--- src/include/dba_pkg.sv ---
/*
  Constants, enumerations and carriers for the debug pin acknowledge and abort block.
  Assumes all counts except ECHO_DEPTH, which is in I_CLK cycles, are in target serial clock ticks, one tick per enable pulse.
*/
package dba_pkg;

  localparam int unsigned CNT_W = 8;

  // Serial tick counts; the last tick index of each phase is count minus one, except MIN_GAP_TICKS, which gap_r must reach
  localparam logic [CNT_W-1:0] ACK_LOW_TICKS   = 8'h10;
  localparam logic [CNT_W-1:0] MIN_GAP_TICKS   = 8'h20;
  localparam logic [CNT_W-1:0] SYNC_THR_TICKS  = 8'h80;
  localparam logic [CNT_W-1:0] SYNC_DLY_TICKS  = 8'h10;
  localparam logic [CNT_W-1:0] SYNC_LOW_TICKS  = 8'h80;
  localparam logic [CNT_W-1:0] CNT_ONE         = 8'h01;
  localparam logic [CNT_W-1:0] CNT_ZERO        = 8'h00;

  // Cycles that a level driven by this block takes to come back through the synchroniser
  localparam int unsigned ECHO_DEPTH = 3;

  typedef enum logic [3:0] {
    CMD_READ,
    CMD_WRITE,
    CMD_ACK_ON,
    CMD_ACK_OFF,
    CMD_HALT,
    CMD_RESUME,
    CMD_RESUME_UNTIL,
    CMD_STEP,
    CMD_OTHER
  } dba_cmd_e;

  typedef enum logic [2:0] {
    ST_IDLE,
    ST_PEND,
    ST_ACK_LOW,
    ST_ACK_SPD,
    ST_SYNC_WAIT_HI,
    ST_SYNC_DLY,
    ST_SYNC_LOW,
    ST_SYNC_SPD
  } dba_state_e;

  // Command finished decoding: valid pulses at the last tick of the final bit
  typedef struct packed {
    logic     valid;
    dba_cmd_e kind;
  } dba_cmd_s;

  // Processor and bus events, one-cycle pulses except acc_busy
  typedef struct packed {
    logic bus_done;
    logic enter_soft_break_instr;
    logic leave_soft_break_instr;
    logic low_power;
    logic acc_busy;
  } dba_cpu_s;

endpackage

--- src/rtl/dba_ack_abort.sv ---
/*
  Acknowledge handshake and abort logic of the single-wire background debug port.
  Assumes a serial tick enable from a divider on I_CLK, a command decoder that reports
  each finished command, and an external pull-up on the open-drain debug pin.
*/
`timescale 1ns/100ps

////////////////////////////////////////////////////////////////////////////////////////////
// Summary of operation
// - Target starts acknowledge by pulling pin low
// - One acknowledged command outstanding at once
// - Wait or stop discards command, no acknowledge
// - Long abort runs reference response, cancels
// - Firmware access in progress completes, acknowledge suppressed
// - Resume, until-halt, step: only acknowledge suppressed
// - Short abort acts on perceived falling edge
// - Short abort cancels without reference response
// - After abort, next falling edge starts command
// - Handshake on/off by commands, off after reset
// - Handshake-on command itself is acknowledged
// - Read acknowledges after bus cycle completes
// - Write acknowledges after data and bus cycle
// - Halt acknowledges on entering background mode
// - Resume acknowledges on leaving background mode
// - Resume-until-halt acknowledges on next background entry
// - Single step acknowledges on return to background
// - Acknowledge: 16 cycles low, then speedup
// - Acknowledge starts at least 32 cycles after command
// - Reference response: 128 low, one-cycle speedup
// - Bits MSB first, 16 cycles, host falling edge
module dba_ack_abort (
  input  wire logic              I_CLK,
  input  wire logic              I_RST_N,
  input  wire logic              I_SER_TICK,
  input  wire logic              I_DBG_PIN_IN,
  input  wire dba_pkg::dba_cmd_s I_CMD,
  input  wire dba_pkg::dba_cpu_s I_CPU,
  output logic                   O_DBG_PIN_OUT,
  output logic                   O_DBG_PIN_OE,
  output logic                   O_HANDSHAKE_ON,
  output logic                   O_ACK_PENDING,
  output logic                   O_CMD_CANCEL,
  output logic                   O_FRESH_CMD
);
  import dba_pkg::*;

  //////////////////////////////////////////////////////////////////////////////////////////
  // Functions

  // Event that completes each command kind
  function automatic logic ack_event(input dba_cmd_e k, input dba_cpu_s c);
    case (k)
      CMD_READ, CMD_WRITE:           ack_event = c.bus_done;
      CMD_ACK_ON:                    ack_event = 1'b1;
      CMD_HALT, CMD_RESUME_UNTIL,
      CMD_STEP:                      ack_event = c.enter_soft_break_instr;
      CMD_RESUME:                    ack_event = c.leave_soft_break_instr;
      default:                       ack_event = 1'b0;
    endcase
  endfunction

  // Whether an abort may cancel the command itself, not only its acknowledge
  function automatic logic can_cancel(input dba_cmd_e k, input dba_cpu_s c);
    case (k)
      CMD_RESUME, CMD_RESUME_UNTIL, CMD_STEP: can_cancel = 1'b0;
      CMD_READ, CMD_WRITE:                    can_cancel = ~c.acc_busy;
      default:                                can_cancel = 1'b1;
    endcase
  endfunction

  //////////////////////////////////////////////////////////////////////////////////////////
  // Pin synchroniser and own-drive echo mask

  logic                  pin_s1_r;
  logic                  pin_s2_r;
  logic                  pin_d_r;
  logic [ECHO_DEPTH-1:0] echo_r;
  logic [ECHO_DEPTH-1:0] echo_nxt;
  logic                  mask;
  logic                  fall;

  always_comb begin
    echo_nxt = {echo_r[ECHO_DEPTH-2:0], O_DBG_PIN_OE};
  end

  always_ff @(posedge I_CLK or negedge I_RST_N) begin
    if (!I_RST_N) begin
      pin_s1_r <= 1'b1;
      pin_s2_r <= 1'b1;
      pin_d_r  <= 1'b1;
      echo_r   <= '0;
    end else begin
      pin_s1_r <= I_DBG_PIN_IN;
      pin_s2_r <= pin_s1_r;
      pin_d_r  <= pin_s2_r;
      echo_r   <= echo_nxt;
    end
  end

  // Our own drive returns through the synchroniser; it must not look like the host
  assign mask = O_DBG_PIN_OE | (|echo_r);
  assign fall = pin_d_r & ~pin_s2_r & ~mask;

  //////////////////////////////////////////////////////////////////////////////////////////
  // Handshake state machine

  dba_state_e             state_r;
  dba_state_e             state_nxt;
  logic [CNT_W-1:0]       cnt_r;
  logic [CNT_W-1:0]       cnt_nxt;
  logic [CNT_W-1:0]       gap_r;
  logic [CNT_W-1:0]       gap_nxt;
  logic [CNT_W-1:0]       low_r;
  logic [CNT_W-1:0]       low_nxt;
  dba_cmd_e               kind_r;
  dba_cmd_e               kind_nxt;
  logic                   ev_r;
  logic                   ev_nxt;
  logic                   on_nxt;
  logic                   fresh_r;
  logic                   fresh_nxt;
  logic                   cancel_nxt;
  logic                   fresh_out_nxt;
  logic                   out_nxt;
  logic                   oe_nxt;
  logic                   long_low;
  logic                   in_sync;

  assign in_sync  = (state_r == ST_SYNC_WAIT_HI) || (state_r == ST_SYNC_DLY) ||
                    (state_r == ST_SYNC_LOW) || (state_r == ST_SYNC_SPD);
  assign long_low = I_SER_TICK & ~pin_s2_r & ~mask & ~in_sync &
                    (low_r == SYNC_THR_TICKS - CNT_ONE);

  always_comb begin
    state_nxt     = state_r;
    cnt_nxt       = cnt_r;
    gap_nxt       = gap_r;
    kind_nxt      = kind_r;
    ev_nxt        = ev_r;
    on_nxt        = O_HANDSHAKE_ON;
    fresh_nxt     = fresh_r;
    cancel_nxt    = 1'b0;
    fresh_out_nxt = 1'b0;
    low_nxt       = low_r;
    // Low-time measurement of host pulses
    if (pin_s2_r || mask || in_sync) begin
      low_nxt = CNT_ZERO;
    end else if (I_SER_TICK && (low_r != SYNC_THR_TICKS)) begin
      low_nxt = low_r + CNT_ONE;
    end
    // First host edge after an abort opens a new command
    if (fall && fresh_r) begin
      fresh_nxt     = 1'b0;
      fresh_out_nxt = 1'b1;
    end
    case (state_r)
      ST_IDLE: begin
        if (I_CMD.valid && !I_CPU.low_power) begin
          if (I_CMD.kind == CMD_ACK_ON) begin
            on_nxt = 1'b1;
          end else if (I_CMD.kind == CMD_ACK_OFF) begin
            on_nxt = 1'b0;
          end
          if ((O_HANDSHAKE_ON || I_CMD.kind == CMD_ACK_ON) &&
              I_CMD.kind != CMD_ACK_OFF && I_CMD.kind != CMD_OTHER) begin
            state_nxt = ST_PEND;
            kind_nxt  = I_CMD.kind;
            ev_nxt    = ack_event(I_CMD.kind, I_CPU);
            gap_nxt   = CNT_ZERO;
          end
        end
      end
      ST_PEND: begin
        if (I_SER_TICK && gap_r != MIN_GAP_TICKS) begin
          gap_nxt = gap_r + CNT_ONE;
        end
        ev_nxt = ev_r | ack_event(kind_r, I_CPU);
        if (I_CPU.low_power && !ev_r) begin
          state_nxt = ST_IDLE;
        end else if (fall) begin
          state_nxt  = ST_IDLE;
          cancel_nxt = can_cancel(kind_r, I_CPU);
          fresh_nxt  = 1'b1;
        end else if (ev_r && gap_r == MIN_GAP_TICKS) begin
          state_nxt = ST_ACK_LOW;
          cnt_nxt   = CNT_ZERO;
        end
      end
      ST_ACK_LOW: begin
        if (I_SER_TICK) begin
          cnt_nxt = cnt_r + CNT_ONE;
          if (cnt_r == ACK_LOW_TICKS - CNT_ONE) begin
            state_nxt = ST_ACK_SPD;
          end
        end
      end
      ST_ACK_SPD: begin
        if (I_SER_TICK) begin
          state_nxt = ST_IDLE;
        end
      end
      ST_SYNC_WAIT_HI: begin
        // No timeout here: a pin held low keeps the response waiting
        if (pin_s2_r) begin
          state_nxt = ST_SYNC_DLY;
          cnt_nxt   = CNT_ZERO;
        end
      end
      ST_SYNC_DLY: begin
        if (I_SER_TICK) begin
          cnt_nxt = cnt_r + CNT_ONE;
          if (cnt_r == SYNC_DLY_TICKS - CNT_ONE) begin
            state_nxt = ST_SYNC_LOW;
            cnt_nxt   = CNT_ZERO;
          end
        end
      end
      ST_SYNC_LOW: begin
        if (I_SER_TICK) begin
          cnt_nxt = cnt_r + CNT_ONE;
          if (cnt_r == SYNC_LOW_TICKS - CNT_ONE) begin
            state_nxt = ST_SYNC_SPD;
          end
        end
      end
      ST_SYNC_SPD: begin
        if (I_SER_TICK) begin
          state_nxt = ST_IDLE;
        end
      end
      default: begin
        state_nxt = ST_IDLE;
      end
    endcase
    // Long low overrides all; it cancels unless fresh_r shows its opening edge already settled the cancel or the pending command cannot be cancelled
    if (long_low) begin
      state_nxt  = ST_SYNC_WAIT_HI;
      cancel_nxt = !fresh_r && ((state_r != ST_PEND) || can_cancel(kind_r, I_CPU));
      fresh_nxt  = 1'b1;
    end
    out_nxt = (state_nxt == ST_ACK_SPD) || (state_nxt == ST_SYNC_SPD);
    oe_nxt  = (state_nxt == ST_ACK_LOW) || (state_nxt == ST_ACK_SPD) ||
              (state_nxt == ST_SYNC_LOW) || (state_nxt == ST_SYNC_SPD);
  end

  always_ff @(posedge I_CLK or negedge I_RST_N) begin
    if (!I_RST_N) begin
      state_r        <= ST_IDLE;
      cnt_r          <= CNT_ZERO;
      gap_r          <= CNT_ZERO;
      low_r          <= CNT_ZERO;
      kind_r         <= CMD_OTHER;
      ev_r           <= 1'b0;
      fresh_r        <= 1'b0;
      O_HANDSHAKE_ON <= 1'b0;
      O_ACK_PENDING  <= 1'b0;
      O_CMD_CANCEL   <= 1'b0;
      O_FRESH_CMD    <= 1'b0;
      O_DBG_PIN_OUT  <= 1'b0;
      O_DBG_PIN_OE   <= 1'b0;
    end else begin
      state_r        <= state_nxt;
      cnt_r          <= cnt_nxt;
      gap_r          <= gap_nxt;
      low_r          <= low_nxt;
      kind_r         <= kind_nxt;
      ev_r           <= ev_nxt;
      fresh_r        <= fresh_nxt;
      O_HANDSHAKE_ON <= on_nxt;
      O_ACK_PENDING  <= (state_nxt == ST_PEND);
      O_CMD_CANCEL   <= cancel_nxt;
      O_FRESH_CMD    <= fresh_out_nxt;
      O_DBG_PIN_OUT  <= out_nxt;
      O_DBG_PIN_OE   <= oe_nxt;
    end
  end
endmodule // dba_ack_abort

--- config.mk ---
export PLATFORM = sky130hd
export DESIGN_NAME = dba_ack_abort
export DESIGN_NICKNAME = d
export VERILOG_FILES = /design/src/include/dba_pkg.sv /design/src/rtl/dba_ack_abort.sv
export SDC_FILE = /design/constraint.sdc
export NUM_CORES = 1
export LEC_CHECK = 0
export BUFFER_PORTS_ARGS = -buffer_cell sky130_fd_sc_hd__buf_2
export CORE_MARGIN = 2
export CORE_UTILIZATION = 60
export CTS_CLUSTER_DIAMETER = 60
export DETAILED_ROUTE_END_ITERATION = 8
export GPL_TIMING_DRIVEN = 0
export PLACE_DENSITY = 0.8
export SYNTH_ARGS = -nofsm -noshare
export SYNTH_HDL_FRONTEND = slang
export SYNTH_SLANG_ARGS = --single-unit
--- constraint.sdc ---
create_clock -name I_CLK -period 3.8 [get_ports I_CLK]
set_input_delay 0.76 -clock I_CLK [delete_from_list [all_inputs] [get_ports I_CLK]]
set_output_delay 0.76 -clock I_CLK [all_outputs]
set_load 0.02 [all_outputs]
# Word-level counts from Yosys, hierarchy flattened
# Index checks and enable logic that the tools add are counted.
op_classes:
  addsub: 3
  eq_ne: 43
  muxes: 49
  bitwise: 12
  n_reduce_logical: 43
op_table:
  columns: ["op", "n"]
  rows:
  - ["2-to-1 mux 8 bit", 12]
  - ["2-to-1 mux 3 bit", 14]
  - ["== test 4 x 3 -> 1 bit, second input constant", 8]
  - ["one-hot mux 8 bit (4 select lines)", 1]
  - ["adder 8 x 1 -> 8 bit, second input constant", 3]
  - ["one-hot mux 3 bit (7 select lines)", 1]
  - ["== test 3 bit, second input constant", 6]
  - ["== test 8 x 7 -> 1 bit, second input constant", 2]
  - ["2-to-1 mux 1 bit", 16]
  - ["!= test 2 bit, second input constant", 8]
  - ["one-hot mux 8 bit (2 select lines)", 1]
  - ["== test 3 x 2 -> 1 bit, second input constant", 4]
  - ["== test 4 x 2 -> 1 bit, second input constant", 3]
  - ["OR reduction 3 bit", 4]
  - ["logical OR 1 bit", 11]
  - ["logical AND 1 bit", 9]
  - ["AND reduction 3 bit", 3]
  - ["== test 4 x 1 -> 1 bit, second input constant", 2]
  - ["== test 8 x 4 -> 1 bit, second input constant", 1]
  - ["== test 8 x 6 -> 1 bit, second input constant", 1]
  - ["zero test 4 bit", 2]
  - ["!= test 8 x 6 -> 1 bit, second input constant", 1]
  - ["!= test 8 bit, second input constant", 1]
  - ["one-hot mux 1 bit (4 select lines)", 2]
  - ["16 further kinds", 34]
word_totals:
  reg_bits: 45
  inputBits: 14
  output_inout_bits: 6
  word_cells: 167

# Logic depth before layout (Yosys ltp)
# Gate-level depths: netlist of run 1.
depth:
  depth_word: 12
  ltp_mapped: 8
  depth_no_buf: 7

# Least setup slack after synthesis of run 1
# Ideal clock, no wire load.
synth_timing:
  path_type: "input -> register"
  start: "input I_CMD[0] in the netlist's numbering"
  end: "register kind_r[2]"
  setup_ns: 0.127
  t_arrival_ns: 2.011
  t_required_ns: 3.673
  path_slack_ns: 1.661
  cell_stages: 5
  n_path_buf: 1
  path_cell_list: "or3b_2 -> a21oi_1 -> nor3_4 -> buf_6 -> mux2_1"
synth_between:
  elab_chain_len: 5
  word_cells_on_any_way: 7
  cone_classes: "3 x eq/ne; 4 x reduce/logical"
synth_lines:
  columns: ["element", "line", "rtl"]
  rows:
  - ["start: declaration", "dba_ack_abort.sv:36", "input wire dba_pkg::dba_cmd_s I_CMD,"]
  - ["== test 4 x 2 -> 1 bit", "dba_ack_abort.sv:164", "if ((O_HANDSHAKE_ON || I_CMD.kind == CMD_ACK_ON) &&"]
  - ["logical OR 1 bit", "dba_ack_abort.sv:164", null]
  - ["logical AND 1 bit", "dba_ack_abort.sv:164", null]
  - ["logical AND 1 bit *", "dba_ack_abort.sv:165", "I_CMD.kind != CMD_ACK_OFF && I_CMD.kind != CMD_OTHER) begin"]
  - ["AND reduction 3 bit (no line) *", null, null]
  - ["end signal: assignment", "dba_ack_abort.sv:266", "kind_r <= kind_nxt;"]
  - ["end: declaration", "dba_ack_abort.sv:115", "dba_cmd_e kind_r;"]
# Every way passes the cells marked *; elsewhere a longest branch is shown, timed or not.
# A chain may end at the register's enable or synchronous reset.

# Worst setup path after layout of run 1
layout_timing:
  start: "input I_CMD[0] in the netlist's numbering"
  end: "register O_ACK_PENDING"
layout_between:
  elab_chain_len: 9
  word_cells_on_any_way: 11
  cone_classes: "4 x eq/ne; 4 x mux; 3 x reduce/logical"
layout_lines:
  columns: ["element", "line", "rtl"]
  rows:
  - ["== test 4 x 2 -> 1 bit", "dba_ack_abort.sv:164", null]
  - ["logical OR 1 bit", "dba_ack_abort.sv:164", null]
  - ["logical AND 1 bit", "dba_ack_abort.sv:164", null]
  - ["logical AND 1 bit *", "dba_ack_abort.sv:165", null]
  - ["2-to-1 mux 3 bit *", "dba_ack_abort.sv:164", null]
  - ["2-to-1 mux 3 bit *", "dba_ack_abort.sv:158", "if (I_CMD.valid && !I_CPU.low_power) begin"]
  - ["one-hot mux 3 bit (7 select lines) *", "dba_ack_abort.sv:156", "case (state_r)"]
  - ["2-to-1 mux 3 bit *", "dba_ack_abort.sv:236", "if (long_low) begin"]
  - ["== test 3 x 1 -> 1 bit *", "dba_ack_abort.sv:270", "O_ACK_PENDING <= (state_nxt == ST_PEND);"]
  - ["end signal: assignment", "dba_ack_abort.sv:270", null]
  - ["end: declaration", "dba_ack_abort.sv:41", "output logic O_ACK_PENDING,"]
# Marks and branches as above.

==> results_dict.tcl, run 1 <==
set metrics [dict create \
    die-width_um 67.4 \
    detailroute.wirelength.met2_mm 2.18 \
    sw_frac_of_total_pct 29.8 \
    routed_via_density 5.78 \
    clock_insertion_delay_worst_skew_ns 0.30 \
    chipHeight_um 67.4 \
    power.share.combinational_pct 19.5 \
    relSlewSlack_pct 36.8 \
    finalClockSkew_ns 0.00796 \
    final_layout_size_suffix_gt1_share_pct 19.5 \
    post_cts_resized 0 \
    outcome "finished, final reports clean" \
    leakagePower_nw 1.24 \
    synth-seq-cells 44 \
    via_count_of_the_first_global_routing_pass 1778 \
    finalSetupViolCount 0 \
    grt_pass1_wl_mm 7.93 \
    cell_internal_pwr_w 0.000766 \
    max_slew.worst_pin.slew_ns 0.949 \
    criticalPathCategory "input port to flop" \
    filler_cell_count 315 \
    timing.critical_path.cells "buf_2, or3b_2, a21oi_1, nor3_4, nor4_1, nor3_1" \
    remaining_drc_errors 0 \
    place.port_buffers 19 \
    wirelength_mm 4.56 \
    critical_path_s_top_delay_family "simple AND/OR/NAND/NOR gates" \
    synth.distinct_cells 55 \
    ratio_of_final_minimum_period_to_clock_period_pct 56.6 \
    std_cell_rows 23 \
    via_count 1889 \
    critical_path.max_fanout 6 \
    cts_tree "done" \
    dp_hpwl_mm 3.34 \
    wl_met3_um 146 \
    cts_made_buffers 5 \
    cp_slowest_cell "or3b_2" \
    synthesized_cell_area_mm2 0.00241 \
    pwr-share-clk_pct 27.6 \
    synthesis.area_per_instance_um2 9.66 \
    grt_start_max_net_pins 45 \
    synth-edff-count 0 \
    io_pins 20 \
    seq_power_share_pct 52.9 \
    clock_sinks 44 \
    cts_root_buf "clkbuf_8" \
    layout_common_cells "dfrtp_1 (40), nor2_1 (28), buf_2 (22), nand2_1 (22), inv_1 (12)" \
    met1Wirelength_mm 2.15 \
    final_worst_hold_slack_ns 0.367 \
    max-clock-path-buffers 2 \
    synth_nets 269 \
    post_cts_setup_buffers 0 \
    rrSetupSlack_ns 1.67 \
    final.setup.tns_ns 0 \
    num_antenna_cells 0 \
    dr.first_iter.drc_count 207 \
    synthCells 250 \
    commonest_non_fill_non_tap_cell_in_the_layout "dfrtp_1" \
    class_of_the_worst_hold_path "flop to flop" \
    worstSetupEndpointType "flop" \
    unrepaired_setup_endpoints_after_global_routing "no" \
    largest_incremental_delay_on_the_critical_path_ns 0.46 \
    global_route.usage.total_pct 23.2 \
    post_route_design_area_mm2 0.00267 \
    htree_num_levels 2 \
    async_flop_share_pct 100 \
    report.final.hold_viol_count 0 \
    clock_pin_slew_reported_for_the_worst_setup_and_hold_paths_after_clock_tree_synthesis_ns 0.08 \
    cts_hold_buf 0 \
    synth-main-ff-cell "dfrtp_1" \
    finalWeightedCongestion 0.853 \
    synth.yosys.warnings 0 \
    area_growth_pct 10.4 \
    setup_ws_ns 1.65 \
    wire_per_inst_um 14.0 \
    final_nets 295 \
    floorplan.core_area_mm2 0.00394 \
    drt_pre_antenna_iters 4 \
    sum_of_overflow_across_all_layers_after_global_routing 0 \
    cap_violations 0 \
    yosysSeqAreaShare_pct 45.8 \
    fmax_mhz 465 \
    initial_core_util_pct 61.3 \
    slew_violations 0 \
    critPathArrivalTime_ns 2.32 \
    crit_required_ns 3.97 \
    place_ws_ns 1.35 \
    critical_path_buf_inv_count 1 \
    cellPowerDensity_mw_per_mm2 410 \
    die_area_mm2 0.00455 \
    top_signal_layer_used "met4" \
    grt_antenna_before_repair 0 \
    critical_path.startpoint_type "input port" \
    ir_worst_vdd_mv 0.264 \
    ant_nets 0 \
    final_critical_period_ns 2.15 \
    placed_cell_area_mm2 0.00257 \
    p_switching_w 0.000325 \
]
[cell type report]
type	instances	area, um2	area share, %
clock inverters	2	10.0	0.376
multi-input cells	185	1200	45.2
repair buffers	19	95.1	3.57
flip-flops and latches	44	1110	41.5
inverters	12	45.0	1.69
well taps	50	62.6	2.35
plain buffers	9	60.1	2.25
clock buffers	6	82.6	3.10
[sequential cells by signal (all words and copies together) (netlist names), 2 cells and up]
signal and cells:
cnt_r 8, state_r 2, kind_r 4, low_r 8, echo_r 3, gap_r 8
[worst paths after layout]
kind / depth (start not counted) / to / start
worst min-delay path: 0 / pin_s2_r / pin_s1_r
worst max-delay path: 6 / O_ACK_PENDING / I_CMD[0]
worst min register to register: 0 / pin_s2_r / pin_s1_r
worst max register to register: 6 / kind_r[2] / state_r[2]
min in group asynchronous: 1 / echo_r[1] / I_RST_N
max in group asynchronous: 1 / low_r[3] / I_RST_N
[power groups by stage]
stage               Clock (W)  Combinational, W  Sequential [W]
floorplan                   0          0.000156        0.000578
finish               0.000302          0.000212        0.000577
global placement            0          0.000208        0.000582
detailed placement          0          0.000213        0.000587
global route         0.000325          0.000245        0.000589
CTS                  0.000309          0.000214        0.000577
[layer usage]
layer	track usage (%)	vias to the layer above
li1	-	936
met1	32.0	909
met2	36.6	36
met3	3.50	8
met4	9.44	0
met5	0	-
[metrics by stage]
| stage | power, W | utilization, % | cells |
|---|---|---|---|
| 2_1_floorplan | 0.000733 | - | 250 |
| 6_report | 0.00109 | 67.6 | 327 |
| 3_5_place_dp | 0.000799 | 65.2 | 319 |
| 3_3_place_gp | 0.000790 | 65.2 | 319 |
| 5_1_grt | 0.00116 | 67.6 | 327 |
| 4_1_cts | 0.00110 | 67.6 | 327 |
[Yosys cell counts, drive strengths merged (6+ instances only)]
cell type,n,area share (%)
o21ai,11,2.3
xnor2,6,2.2
nor3,6,1.9
xor2,7,2.5
nand2,22,3.4
nand3,11,2.3
buf,6,2.0
nor2,29,4.8
nand2b,8,2.1
nand4,7,1.8
dfrtp,40,41
inv,12,1.9
a21oi,8,1.7
[cells by family (layout without fill, tap and decap cells)]
family                     count (synthesis)  in the layout  synth area share (%)
and+or+nand+nor                          115            115                  26.6
DFF                                       44             44                  45.8
AOI/OAI and AO/OA                         43             43                  11.9
buffers and inverters                     21             48                  4.35
xor gates and xnor gates                  13             13                  4.72
muxes                                      9              9                  3.99
adders and majority gates                  5              5                  2.59
Power figures use the tool's default switching activity.
==> inputs of run 2 (changes only) <==
Settings changed: CORE_UTILIZATION 60 to 59, PLACE_DENSITY 0.8 to 0.79.
Clock period 3.8 ns to 2.07 ns, I/O delays scaled along.
==> results_dict.tcl, run 2 (synthesis results as in run 1) <==
set metrics [dict create \
    clock_insertion_delay_worst_skew_ns 0.31 \
    area.sequential_mm2 0.00111 \
    power_w 0.00227 \
    commonest_non_fill_non_tap_cell_in_the_layout "dfrtp_1" \
    dr.first_iter.drc_count 146 \
    r2r.worst_path.cells 6 \
    die-width_um 68.0 \
    post_route_design_area_mm2 0.00280 \
    floorplan.core_area_mm2 0.00397 \
    cts_root_buf "clkbuf_8" \
    max-clock-path-buffers 2 \
    wirelength_mm 4.92 \
    class_of_the_worst_hold_path "input port to flop" \
    critical_path_buf_inv_count 2 \
    grt_antenna_before_repair 0 \
    std_cell_rows 23 \
    io_pins 20 \
    leakagePower_nw 1.29 \
    area_growth_pct 16.1 \
    cts_made_buffers 5 \
    ant_nets 0 \
    drt_pre_antenna_iters 4 \
    cp_num_cells 6 \
    layout_common_cells "dfrtp_1 (40), nor2_1 (28), nand2_1 (22)" \
    cts_tree "done" \
    timing.hold.worst_path_depth 1 \
    slew_violations 0 \
    multi_input_comb_area_mm2 0.00126 \
    chipHeight_um 68.0 \
    num_antenna_cells 0 \
    filler_cell_count 285 \
    final_critical_period_ns 2.01 \
    dp_hpwl_mm 3.35 \
    largest_registers "cnt_r x8, gap_r x8, low_r x8" \
    ratio_of_final_minimum_period_to_clock_period_pct 96.9 \
    fmax_mhz 498 \
    via_count_of_the_first_global_routing_pass 1875 \
    outcome "finished, final reports clean" \
    critPathArrivalTime_ns 2.19 \
    critical_path_s_top_delay_family "simple AND/OR/NAND/NOR gates" \
    placed_cell_area_mm2 0.00257 \
    cp_slowest_cell "or3_4" \
    via_count 1914 \
    finalWeightedCongestion 0.823 \
    cts_hold_buf 0 \
    remaining_drc_errors 0 \
    clock_pin_slew_reported_for_the_worst_setup_and_hold_paths_after_clock_tree_synthesis_ns 0.09 \
    clock_sinks 44 \
    initial_core_util_pct 60.8 \
    grt_start_max_net_pins 45 \
    crit_required_ns 2.26 \
    report.final.hold_viol_count 0 \
    global_route.usage.total_pct 24.1 \
    final_nets 300 \
    critical_path.startpoint_type "flop" \
    htree_num_levels 2 \
    place.port_buffers 19 \
    ir_worst_vdd_mv 0.536 \
    finalClockSkew_ns 0.0133 \
    sum_of_overflow_across_all_layers_after_global_routing 0 \
    criticalPathCategory "flop to flop" \
    die_area_mm2 0.00462 \
    max_slew.worst_pin.slew_ns 0.941 \
    unrepaired_setup_endpoints_after_global_routing "no" \
    timing.critical_path.cells "buf_4, or2_4, or3_4, nor3_4, buf_6, mux2_2" \
    cellPowerDensity_mw_per_mm2 812 \
    finalSetupViolCount 0 \
    worstSetupEndpointType "flop" \
    wire_per_inst_um 14.8 \
    cap_violations 0 \
    final_layout_size_suffix_gt1_share_pct 23.8 \
    relSlewSlack_pct 37.3 \
    largest_incremental_delay_on_the_critical_path_ns 0.39 \
    routed_via_density 5.77 \
    grt_pass1_wl_mm 8.38 \
    critical_path.max_fanout 10 \
]
[run 2: cell count changes in the layout (fill, tap and decap cells not counted), moves of 2 or more]
cell       change
buf_4          +5
o21ai_0        -3
o21ai_1        +3
o31ai_1        -3
o31ai_2        +3
bufinv_16      +2
clkinv_2       -2
nor4_1         -2
nor4_2         +2
[run 2: worst reg2reg max path: cells and delay by family, from the launching register on]
family	cells	cell delay [ns]
AND/OR/NAND/NOR	3	0.87
buffers and inverters	2	0.31
multiplexers	1	0.32
flip-flops	1	0.38
[run 2: per-stage QoR]
| stage | std cells | TNS (ns) | util (%) | setup WS (ns) | hold slack, ns |
|---|---|---|---|---|---|
| finish | 332 | 0 | 70.6 | 0.0639 | 0.204 |
| floorplan | 250 | 0 | - | 0.110 | 0.118 |
| global placement | 319 | -0.184 | 64.8 | -0.0659 | 0.348 |
| detailed placement | 319 | -0.156 | 64.8 | -0.0971 | 0.353 |
| global route | 332 | 0 | 70.6 | 0.00806 | 0.201 |
| CTS | 331 | 0 | 69.2 | 0.00810 | 0.203 |
[run 2: report_power, final]
| part | switching (W) | leakage (nW) | total, W | internal (W) |
|---|---|---|---|---|
| combinational | 0.000233 | 0.641 | 0.000442 | 0.000209 |
| sequential | 0.0000973 | 0.588 | 0.00106 | 0.000960 |
| clock | 0.000293 | 0.0654 | 0.000775 | 0.000482 |
[run 2: cell type report]
cell class                      count  share of cell area (%)
Multi-Input combinational cell    185                    44.9
Sequential cell                    44                    39.5
Timing Repair Buffer               24                    4.87
Clock buffer                        6                    2.59
Buffer                              9                    2.23
Tap cell                           50                    2.23
Clock inverter                      2                    2.14
Inverter                           12                    1.61
[run 2: worst paths after layout]
kind	start	endpoint	slack, ns
worst max-delay path	state_r[2]	kind_r[1]	0.06
worst min-delay path	I_DBG_PIN_IN	pin_s1_r	0.20
worst max register to register	state_r[2]	kind_r[1]	0.06
worst min register to register	pin_s1_r	pin_s2_r	0.36
max in group asynchronous	I_RST_N	kind_r[0]	1.23
min in group asynchronous	I_RST_N	cnt_r[2]	0.25
[run 2: repair_timing]
action	in CTS	in global routing
pin swaps	1	2
setup buffers	4	1
endpoints found under the hold margin	0	0
setup endpoints to repair	4	14
resized for setup	3	12
[run 2: per-layer routing]
layer | wire length (um) | global-route usage (%)
met5 | 0 | 0
met4 | 76 | 9.75
met3 | 164 | 3.95
met2 | 2370 | 38.8
met1 | 2310 | 32.3
==> inputs of run 3 (changes only) <==
Settings changed: CORE_UTILIZATION 59 to 40, PLACE_DENSITY 0.79 to not set.
Clock period 2.07 ns to 2.1 ns, I/O delays scaled along.
==> results_dict.tcl, run 3 (synthesis results as in run 1) <==
set metrics [dict create \
    outcome "finished, final reports clean" \
    max-clock-path-buffers 2 \
    chipHeight_um 81.7 \
    ratio_of_final_minimum_period_to_clock_period_pct 96.8 \
    clock_sinks 44 \
    die_area_mm2 0.00667 \
    grt_pass1_wl_mm 7.96 \
    sum_of_overflow_across_all_layers_after_global_routing 0 \
    criticalPathCategory "flop to flop" \
    cpMostUsedCell "buf_6" \
    share_of_the_core_filled_with_cells_in_the_final_layout_pct 47.1 \
    worstSetupEndpointType "flop" \
    filler_cell_count 569 \
    cp_slowest_cell "dfrtp_1" \
    std_cell_rows 28 \
    ant_nets 0 \
    via_count_of_the_first_global_routing_pass 1775 \
    area.sequential_mm2 0.00111 \
    unrepaired_setup_endpoints_after_global_routing "no" \
    max_slew.worst_pin.slew_ns 0.941 \
    timing.hold.worst_path_depth 1 \
    routed_via_density 5.21 \
    final_layout_size_suffix_gt1_share_pct 21.6 \
    final_nets 296 \
    clock_insertion_delay_worst_skew_ns 0.30 \
    finalClockSkew_ns 0.00955 \
    report.final.hold_viol_count 0 \
    leakagePower_nw 1.27 \
    drt_pre_antenna_iters 4 \
    io_pins 20 \
    wirelength_mm 4.67 \
    reg2reg_to "kind_r[2]" \
    critical_path.max_fanout 10 \
    global_route.usage.total_pct 15.4 \
    final_critical_period_ns 2.03 \
    commonest_non_fill_non_tap_cell_in_the_layout "dfrtp_1" \
    area_growth_pct 14.7 \
    cts_hold_buf 0 \
    class_of_the_worst_hold_path "input port to flop" \
    floorplan.core_area_mm2 0.00589 \
    dp_hpwl_mm 3.39 \
    wire_per_inst_um 13.2 \
    final_cell_count_no_fill 353 \
    die-width_um 81.7 \
    grt_antenna_before_repair 0 \
    critPathArrivalTime_ns 2.21 \
    via_count 1839 \
    final.setup.tns_ns 0 \
    clock_pin_slew_reported_for_the_worst_setup_and_hold_paths_after_clock_tree_synthesis_ns 0.09 \
    htree_num_levels 2 \
    ir_worst_vdd_mv 0.327 \
    slew_violations 0 \
    r2r.worst_path.cells 6 \
    finalWeightedCongestion 0.773 \
    largest_registers "cnt_r x8, gap_r x8, low_r x8" \
    place.port_buffers 19 \
    fmax_mhz 492 \
    remaining_drc_errors 0 \
    dr.first_iter.drc_count 82 \
    initial_core_util_pct 41.0 \
    finalSetupViolCount 0 \
    num_antenna_cells 0 \
    crit_required_ns 2.28 \
    cts_tree "done" \
    placed_cell_area_mm2 0.00260 \
    critical_path.startpoint_type "flop" \
    cts_made_buffers 5 \
    timing.critical_path.cells "buf_6, or2_4, or3_4, nor3_4, buf_6, mux2_1" \
    multi_input_comb_area_mm2 0.00124 \
    placed_cells_incl_taps 344 \
    post_route_design_area_mm2 0.00277 \
    rrSetupSlack_ns 0.07 \
    timing.hold.worst.start "I_DBG_PIN_IN" \
    grt_start_max_net_pins 45 \
    largest_incremental_delay_on_the_critical_path_ns 0.41 \
    layout_common_cells "dfrtp_1 (40), nor2_1 (28), nand2_1 (22)" \
    cts_root_buf "clkbuf_8" \
    worst_hold_path.endpoint "pin_s1_r" \
    regToRegStartpoint "state_r[2]" \
    power_w 0.00208 \
    cap_violations 0 \
    relSlewSlack_pct 37.2 \
    cellPowerDensity_mw_per_mm2 752 \
]
run 3: layout make-up:
| type | instances | share of cell area [%] |
|---|---|---|
| multi-input combinational | 185 | 44.9 |
| clock buffer | 6 | 2.62 |
| timing repair buffer | 21 | 3.97 |
| buffer | 8 | 2.30 |
| tap | 75 | 3.39 |
| inverter | 12 | 1.63 |
| clock inverter | 2 | 1.26 |
| sequential | 44 | 39.9 |
run 3: how the worst max path moves through the flow:
stage	endpoint	start
4_1_cts	kind_r[2]	state_r[2]
3_5_place_dp	kind_r[2]	state_r[2]
2_1_floorplan	kind_r[2]	state_r[2]
5_1_grt	kind_r[2]	state_r[2]
3_3_place_gp	O_ACK_PENDING	I_CMD[0]
6_report	kind_r[2]	state_r[2]
run 3: metrics by stage:
| stage | setup WS [ns] | hold WS [ns] |
|---|---|---|
| 3_5_place_dp | -0.102 | 0.351 |
| 3_3_place_gp | -0.0791 | 0.349 |
| 6_report | 0.0664 | 0.222 |
| 4_1_cts | 0.0101 | 0.218 |
| 5_1_grt | 0.00252 | 0.204 |
| 2_1_floorplan | 0.140 | 0.124 |
run 3: routing by layer:
| layer | part of all wire [%] | global-route usage [%] |
|---|---|---|
| met2 | 47 | 24.9 |
| met4 | 0.99 | 5.17 |
| met3 | 3.4 | 4.18 |
| met1 | 49 | 20.0 |
| met5 | 0 | 0 |
run 3: power by group:
part | switching, W | total, W | leakage, nW | internal (W)
sequential | 0.0000969 | 0.00104 | 0.588 | 0.000946
combinational | 0.000208 | 0.000394 | 0.624 | 0.000185
clock | 0.000292 | 0.000645 | 0.0552 | 0.000353
run 3: worst max-delay path, delay by kind of cell (launching register included):
kind | cells | cell delay [ns]
DFF | 1 | 0.41
buffers and inverters | 2 | 0.32
muxes | 1 | 0.32
and+or+nand+nor | 3 | 0.86
run 3: repair_timing:
item / 4_1_cts / 5_1_grt
setup buffers: 2 / 0
pin swaps: 1 / 2
gates resized for setup: 4 / 6
endpoints found under the setup margin: 4 / 10
